==> src/wri_pkg.sv <==
// Package for the wake-up and reset register initialisation block.
// Assumes a single core clock domain and an 8-bit register file.
package wri_pkg;

  localparam int unsigned PC_W = 21;
  localparam int unsigned STK_W = 5;
  localparam logic [20:0] VEC_RESET = 21'h000000;
  localparam logic [20:0] VEC_HIGH = 21'h000008;
  localparam logic [20:0] VEC_LOW = 21'h000018;
  localparam logic [4:0] SP_RST = 5'h00;
  localparam int unsigned PA_HI_LSB = 6;
  localparam logic [7:0] PA_IMPL_LO = 8'h3F;
  localparam logic [7:0] DIR_RST = 8'hFF;
  localparam logic [7:0] LAT_RST = 8'h00;
  localparam logic [7:0] PER_RST = 8'h00;
  localparam logic [7:0] PER_IMPL = 8'hFF;
  localparam logic [7:0] FLAG_RST = 8'h00;
  localparam logic [7:0] BYTE_ZERO = 8'h00;

  typedef enum logic [1:0] {
    WRI_EV_NONE,
    WRI_EV_POR,
    WRI_EV_WARM,
    WRI_EV_WAKE
  } wri_event_t;

  typedef enum {
    WRI_RUN,
    WRI_SLEEP,
    WRI_VECTOR
  } wri_state_t;

endpackage

==> src/wri_if.sv <==
// Interface carrying the port-A register group between the top and its mask unit.
// Assumes both ends share clk_in.
`timescale 1ns/10ps
interface wri_if;
  logic [7:0] dir_raw;
  logic [7:0] lat_raw;
  logic [7:0] pin_raw;
  logic osc_frees_hi;
  logic [7:0] dir_rd;
  logic [7:0] lat_rd;
  logic [7:0] pin_rd;
  modport core (output dir_raw, lat_raw, pin_raw, osc_frees_hi, input dir_rd, lat_rd, pin_rd);
  modport mask (input dir_raw, lat_raw, pin_raw, osc_frees_hi, output dir_rd, lat_rd, pin_rd);
endinterface

==> src/wri_port_a_input_mask.sv <==
// Read masking of port-A bits 6 and 7 depending on the oscillator mode.
// Assumes raw register values come from the top module on the same clock.
`timescale 1ns/10ps
module wri_pa_mask (
  wri_if.mask pa
);

  function automatic logic [7:0] wri_hide(input logic [7:0] v, input logic freed);
    wri_hide = freed ? v : (v & wri_pkg::PA_IMPL_LO);
  endfunction

  always_comb
  begin
    pa.dir_rd = wri_hide(pa.dir_raw, pa.osc_frees_hi);
    pa.lat_rd = wri_hide(pa.lat_raw, pa.osc_frees_hi);
    pa.pin_rd = wri_hide(pa.pin_raw, pa.osc_frees_hi);
  end

endmodule

==> src/wri_top.sv <==
// Core state and register initialisation for each kind of reset and wake-up.
// Assumes the reset cause, wake source and sleep request are one-cycle pulses from core logic.
// How it works
// - interrupt wake with enable loads vector
// - save program counter into stack top
// - advance hardware stack pointer on vectoring
// - wake-up always sets a source flag
// - port-A bits 6,7 hidden unless freed
// - unimplemented bits always read as zero
`timescale 1ns/10ps
module wri_top (
  input wire logic clk_in,
  input wire logic reset_n_in,
  input wire logic por_in,
  input wire logic warm_reset_in,
  input wire logic sleep_in,
  input wire logic wake_wdt_in,
  input wire logic wake_irq_in,
  input wire logic wake_irq_high_in,
  input wire logic [7:0] wake_flags_in,
  input wire logic low_priority_global_int_enable_in,
  input wire logic high_priority_global_int_enable_in,
  input wire logic [20:0] pc_in,
  input wire logic osc_frees_hi_in,
  input wire logic [7:0] pins_in,
  input wire logic wr_en_in,
  input wire logic [2:0] wr_sel_in,
  input wire logic [7:0] wr_data_in,
  output logic [20:0] pc_out,
  output logic pc_load_out,
  output logic [7:0] stack_top_upper_byte_out,
  output logic [7:0] stack_top_high_byte_out,
  output logic [7:0] stack_top_low_byte_out,
  output logic [4:0] hw_stack_pointer_out,
  output logic [7:0] int_flags_out,
  output logic [7:0] port_a_input_out,
  output logic [7:0] port_a_output_latch_out,
  output logic [7:0] port_a_direction_out,
  output logic [7:0] periph_out,
  output logic sleeping_out
);

  ////////////////////////////////////////////////////////////////////////////
  // Pin synchroniser: three stages, a change counts when stages two and three agree.
  logic [7:0] s1_q, s2_q, s3_q, pin_q;
  logic [7:0] pin_d;

  always_comb
  begin
    pin_d = pin_q;
    if (s2_q == s3_q)
    begin
      pin_d = s3_q;
    end
  end

  always_ff @(posedge clk_in or negedge reset_n_in)
  begin
    if (!reset_n_in)
    begin
      s1_q <= wri_pkg::BYTE_ZERO;
      s2_q <= wri_pkg::BYTE_ZERO;
      s3_q <= wri_pkg::BYTE_ZERO;
      pin_q <= wri_pkg::BYTE_ZERO;
    end
    else
    begin
      s1_q <= pins_in;
      s2_q <= s1_q;
      s3_q <= s2_q;
      pin_q <= pin_d;
    end
  end

  ////////////////////////////////////////////////////////////////////////////
  // Event classification; power-on wins over warm reset, resets win over wake-up.
  wri_pkg::wri_event_t ev;
  wri_pkg::wri_state_t st_q, st_d;
  logic wake_any;

  assign wake_any = (wake_wdt_in | wake_irq_in) && (st_q == wri_pkg::WRI_SLEEP);

  always_comb
  begin
    if (por_in)
    begin
      ev = wri_pkg::WRI_EV_POR;
    end
    else if (warm_reset_in)
    begin
      ev = wri_pkg::WRI_EV_WARM;
    end
    else if (wake_any)
    begin
      ev = wri_pkg::WRI_EV_WAKE;
    end
    else
    begin
      ev = wri_pkg::WRI_EV_NONE;
    end
  end

  ////////////////////////////////////////////////////////////////////////////
  // Register group state.
  logic [20:0] pc_q, pc_d;
  logic pcl_q, pcl_d, slp_q, slp_d;
  logic [7:0] stk_up_q, stk_up_d, stk_hi_q, stk_hi_d, stk_lo_q, stk_lo_d;
  logic [4:0] sp_q, sp_d;
  logic [7:0] flg_q, flg_d, dir_q, dir_d, lat_q, lat_d, per_q, per_d;
  logic vec_ok;

  assign vec_ok = wake_irq_in & (low_priority_global_int_enable_in | high_priority_global_int_enable_in);

  always_comb
  begin
    st_d = st_q;
    pc_d = pc_q;
    pcl_d = 1'b0;
    stk_up_d = stk_up_q;
    stk_hi_d = stk_hi_q;
    stk_lo_d = stk_lo_q;
    sp_d = sp_q;
    flg_d = flg_q;
    dir_d = dir_q;
    lat_d = lat_q;
    per_d = per_q;
    if (wr_en_in && ev == wri_pkg::WRI_EV_NONE)
    begin
      if (wr_sel_in == 3'h0)
      begin
        dir_d = wr_data_in;
      end
      else if (wr_sel_in == 3'h1)
      begin
        lat_d = wr_data_in;
      end
      else if (wr_sel_in == 3'h2)
      begin
        per_d = wr_data_in & wri_pkg::PER_IMPL;
      end
      else if (wr_sel_in == 3'h3)
      begin
        flg_d = wr_data_in;
      end
    end
    case (ev)
      wri_pkg::WRI_EV_POR:
      begin
        st_d = wri_pkg::WRI_RUN;
        pc_d = wri_pkg::VEC_RESET;
        pcl_d = 1'b1;
        stk_up_d = wri_pkg::BYTE_ZERO;
        stk_hi_d = wri_pkg::BYTE_ZERO;
        stk_lo_d = wri_pkg::BYTE_ZERO;
        sp_d = wri_pkg::SP_RST;
        flg_d = wri_pkg::FLAG_RST;
        dir_d = wri_pkg::DIR_RST;
        lat_d = wri_pkg::LAT_RST;
        per_d = wri_pkg::PER_RST;
      end
      wri_pkg::WRI_EV_WARM:
      begin
        st_d = wri_pkg::WRI_RUN;
        pc_d = wri_pkg::VEC_RESET;
        pcl_d = 1'b1;
        stk_up_d = wri_pkg::BYTE_ZERO;
        stk_hi_d = wri_pkg::BYTE_ZERO;
        stk_lo_d = wri_pkg::BYTE_ZERO;
        sp_d = wri_pkg::SP_RST;
        flg_d = wri_pkg::FLAG_RST;
        dir_d = wri_pkg::DIR_RST;
        per_d = wri_pkg::PER_RST;
      end
      wri_pkg::WRI_EV_WAKE:
      begin
        flg_d = flg_q | wake_flags_in | 8'h01;
        st_d = wri_pkg::WRI_RUN;
        if (vec_ok)
        begin
          st_d = wri_pkg::WRI_VECTOR;
          pc_d = wake_irq_high_in ? wri_pkg::VEC_HIGH : wri_pkg::VEC_LOW;
          pcl_d = 1'b1;
          stk_up_d = {3'h0, pc_in[20:16]};
          stk_hi_d = pc_in[15:8];
          stk_lo_d = pc_in[7:0];
          sp_d = 5'(sp_q + 5'h01);
        end
      end
      default:
      begin
        if (sleep_in)
        begin
          st_d = wri_pkg::WRI_SLEEP;
        end
        else if (st_q == wri_pkg::WRI_VECTOR)
        begin
          st_d = wri_pkg::WRI_RUN;
        end
      end
    endcase
    slp_d = (st_d == wri_pkg::WRI_SLEEP);
  end

  always_ff @(posedge clk_in or negedge reset_n_in)
  begin
    if (!reset_n_in)
    begin
      st_q <= wri_pkg::WRI_RUN;
      pc_q <= wri_pkg::VEC_RESET;
      pcl_q <= 1'b0;
      slp_q <= 1'b0;
      stk_up_q <= wri_pkg::BYTE_ZERO;
      stk_hi_q <= wri_pkg::BYTE_ZERO;
      stk_lo_q <= wri_pkg::BYTE_ZERO;
      sp_q <= wri_pkg::SP_RST;
      flg_q <= wri_pkg::FLAG_RST;
      dir_q <= wri_pkg::DIR_RST;
      lat_q <= wri_pkg::LAT_RST;
      per_q <= wri_pkg::PER_RST;
    end
    else
    begin
      st_q <= st_d;
      pc_q <= pc_d;
      pcl_q <= pcl_d;
      slp_q <= slp_d;
      stk_up_q <= stk_up_d;
      stk_hi_q <= stk_hi_d;
      stk_lo_q <= stk_lo_d;
      sp_q <= sp_d;
      flg_q <= flg_d;
      dir_q <= dir_d;
      lat_q <= lat_d;
      per_q <= per_d;
    end
  end

  ////////////////////////////////////////////////////////////////////////////
  // Port-A read view; registered again so every output leaves a flip-flop.
  wri_if pa();
  logic [7:0] pa_in_q, pa_lat_q, pa_dir_q;

  assign pa.dir_raw = dir_q;
  assign pa.lat_raw = lat_q;
  assign pa.pin_raw = pin_q;
  assign pa.osc_frees_hi = osc_frees_hi_in;

  wri_pa_mask u_mask (
    .pa(pa)
  );

  always_ff @(posedge clk_in or negedge reset_n_in)
  begin
    if (!reset_n_in)
    begin
      pa_in_q <= wri_pkg::BYTE_ZERO;
      pa_lat_q <= wri_pkg::BYTE_ZERO;
      pa_dir_q <= wri_pkg::BYTE_ZERO;
    end
    else
    begin
      pa_in_q <= pa.pin_rd;
      pa_lat_q <= pa.lat_rd;
      pa_dir_q <= pa.dir_rd;
    end
  end

  assign pc_out = pc_q;
  assign pc_load_out = pcl_q;
  assign stack_top_upper_byte_out = stk_up_q;
  assign stack_top_high_byte_out = stk_hi_q;
  assign stack_top_low_byte_out = stk_lo_q;
  assign hw_stack_pointer_out = sp_q;
  assign int_flags_out = flg_q;
  assign port_a_input_out = pa_in_q;
  assign port_a_output_latch_out = pa_lat_q;
  assign port_a_direction_out = pa_dir_q;
  assign periph_out = per_q;
  assign sleeping_out = slp_q;

endmodule

==> config.mk <==
export PLATFORM = sky130hd
export DESIGN_NAME = wri_top
export DESIGN_NICKNAME = d
export VERILOG_FILES = /design/src/wri_pkg.sv /design/src/wri_if.sv /design/src/wri_port_a_input_mask.sv /design/src/wri_top.sv
export SDC_FILE = /design/constraint.sdc
export NUM_CORES = 1
export LEC_CHECK = 0
export BUFFER_PORTS_ARGS = -buffer_cell sky130_fd_sc_hd__buf_2
export CORE_MARGIN = 4
export CORE_UTILIZATION = 42
export CTS_CLUSTER_DIAMETER = 30
export CTS_CLUSTER_SIZE = 12
export DETAILED_ROUTE_END_ITERATION = 6
export PLACE_DENSITY = 0.66
export SLEW_MARGIN = 20
export SYNTH_ARGS = -nofsm -noshare
export SYNTH_HDL_FRONTEND = slang
export SYNTH_SLANG_ARGS = --single-unit
==> constraint.sdc <==
create_clock -name clk_in -period 3.7 [get_ports clk_in]
set_input_delay 0 -clock clk_in [delete_from_list [all_inputs] [get_ports clk_in]]
set_output_delay 0 -clock clk_in [all_outputs]
set_load 0.1 [all_outputs]
==> results.ini <==
[clock_network]
ctsHtreeMaxLevel=4
cts_tree=yes
postCtsHoldBufs=48
clk_latency_ps=410
cts_buffer_depth=2
post_cts_buffers=0
cts-root-buf=clkbuf_16
post_cts_resized=0
path_clk_slew_ps=60
cts_sinks=150
cts_made_buffers=17

[min_path]
hold_path.class=in -> reg

[cells_and_area]
multi_input_area_sq_um=1870
synthToLayoutAreaGrowth_pct=31.4
seqCellArea_sq_um=3760
layout_commonest_cell=dfrtp_1
fin_nets=714
drive_gt1_share_pct=30.0
final_cell_mix=142 x dfrtp_1, 127 x buf_2, 53 x nand2_1
nFillCells=1106

[logic_synthesis]
synth_area_leaders=dfrtp_1 61%, and2_1 3.9%, dfstp_2 3.6%, nand2_1 3.4%, buf_4 3.1%
synth_cells=475
synthArstFlopShare_pct=100
synth_edf_count=0
synth_area_per_cell_sq_um=12.2
seq_area_frac_synth_pct=64.8
synth_top_area_cell=dfrtp_1
synth-seq-cells=150
ys_types=38
synth_top_area_share_pct=61.2
synth_ff_type=dfrtp_1
synth.cell_area_sq_um=5810
ys.warnings.count=0

[floorplanning]
die-area_sq_um=15800
design.core.area_sq_um=13400
rows=42
die_x_microns=126
io_pins=152
dieHeight_microns=126
start_util_pct=43.3

[power]
power_density_nw_per_um2=510
p_leak_nw=3.70
ir_worst_vdd_mv=0.279
p_total_mw=3.89

[worst_setup_path]
rrSetupSlack_ps=1490
worstSetupEndpoint=stack_top_low_byte_out[1]
critPathArrivalTime_ps=2490
cpLargestDelayFamily=simple AND/OR/NAND/NOR gates
critPathMaxStageDelay_ps=420
timing.rr.start=st_q[18]
cp_cell_sequence=nor4_1 > nand4_1 > nor3_4 > buf_4 > o21ai_0
critPathCaptureType=flip-flop
path_buf_inv=1
cp_max_fo=44
cp_num_cells=5
slowest_stage=buf_4
path_class=reg -> reg
r2r_end=stack_top_low_byte_out[1]
rr_worst_depth=5
cp.required_ps=3970
crit_start=st_q[18]
startpoint_type=flip-flop

[route]
drtAntennaViolNets=0
via_per_inst=4.99
wl_per_cell_microns=15.8
dr.pass1.iters=4
dr_total_vias=4205
wl_microns=13300
drcViolationCount=0
drt_iter0_markers=216

[sta]
worstMarginPinSlew_ps=984
period_needed_ps=2210
max_freq_mhz=452
hold_viol=0
slew_headroom_pct=34.2
finClkSkew_ps=7.19
tns_ps=0
final.setup.worst_slack_ps=1490
slew_viol_final=0
rsz0062_at_grt=no
setup_viol=0
period_share_pct=59.8

[grt]
grt_pass1_wl_microns=22000
antenna_found_initial=0
grtUsageTotal_pct=17.6
grt_max_degree=95
grt_pass1_vias=4378
overflow=0

[placement]
pre_cts_ws_ps=1530
gp_congestion=0.829
dp_hpwl_microns=8680
port_buffers=128

[status]
status=finished clean

[job]
maxCapViolCount=0

## worst min path at each step
stage / from / endpoint / slack, ps / depth (start not counted)
2_1_floorplan: reset_n_in / hw_stack_pointer_out[0] / -300 / 0
3_3_place_gp: pins_in[2] / s1_q[2] / 110 / 1
3_5_place_dp: pins_in[3] / s1_q[3] / 110 / 1
4_1_cts: wake_flags_in[4] / int_flags_out[4] / 4 / 3
5_1_grt: wake_flags_in[4] / int_flags_out[4] / 20 / 3
6_report: wake_flags_in[4] / int_flags_out[4] / 20 / 3
## metal layers
metal | vias to the layer above | share of wire (%) | track usage [%]
li1 | 1949 | - | -
met1 | 2054 | 40 | 21.4
met2 | 155 | 50 | 27.8
met3 | 47 | 5.6 | 4.82
met4 | 0 | 4.0 | 10.5
met5 | - | 0 | 0
## stage by stage
step                      area, sq um  hold WS [ps]  utilization (%)  instances
after floorplan                  5890          -296                -        496
after global placement           6550           109             48.9        762
after detailed placement         6550           109             48.9        762
after CTS                        7630          3.51             56.9        842
after global routing             7630          20.5             56.9        842
final                            7630          22.6             56.9        843
## state kept, by name (all words and copies together), names as in the netlist, 8 cells and up
name / count
s3_q: 8
stack_top_high_byte_out: 8
pa.pin_raw: 8
port_a_output_latch_out: 8
periph_out: 8
lat_q: 8
st_q: 32
s1_q: 8
int_flags_out: 8
port_a_direction_out: 8
s2_q: 8
dir_q: 8
stack_top_low_byte_out: 8
port_a_input_out: 8
## worst min-delay path: stages
cell and delay, ps:
buf_2 80, mux2_2 140, o221a_1 170
## logic make-up (layout without fill, tap and decap cells)
kind of cell / count (synthesis) / after routing / synth area share [%]
buffers and inverters: 45 / 215 / 4.55
DFF: 150 / 150 / 64.8
other: 1 / 23 / 0.0646
AOI/OAI and AO/OA: 60 / 60 / 6.10
xor gates and xnor gates: 9 / 9 / 1.36
adders and majority gates: 1 / 1 / 0.215
muxes: 27 / 27 / 4.98
and+or+nand+nor: 182 / 182 / 17.9
## cell type report
class	instances	share of cell area, %
multi-input combinational	301	24.5
timing repair buffer	181	15.3
sequential	150	49.3
clock buffer	19	5.94
antenna	1	0.0328
clock inverter	13	1.92
inverter	2	0.0984
tap	176	2.89
## power by group
part / internal, mW / switching (mW)
registers: 1.69 / 0.0202
clock network: 1.03 / 0.678
logic: 0.108 / 0.363
total: 2.83 / 1.06
## synthesized netlist by cell type (2+ instances only)
cell       number
dfstp_2         8
nand2_1        53
o221a_1         7
o21ai_1        10
nand3_1        25
buf_4          24
nor2_1          8
mux2_2         15
dfrtp_1       142
clkbuf_1       15
nor4_1         12
and2_1         36
nor3_1          4
nor4_4          3
inv_1           2
nor4_2          2
and4_1          3
o2111ai_1       2
nand4_1         4
o21ai_0        29
xor2_1          8
a21oi_1        11
buf_2           4
mux2i_1        12
or3_1           4
nor3b_1         2
nand2b_1       19
Note: power is estimated with default switching activity, not from simulation.
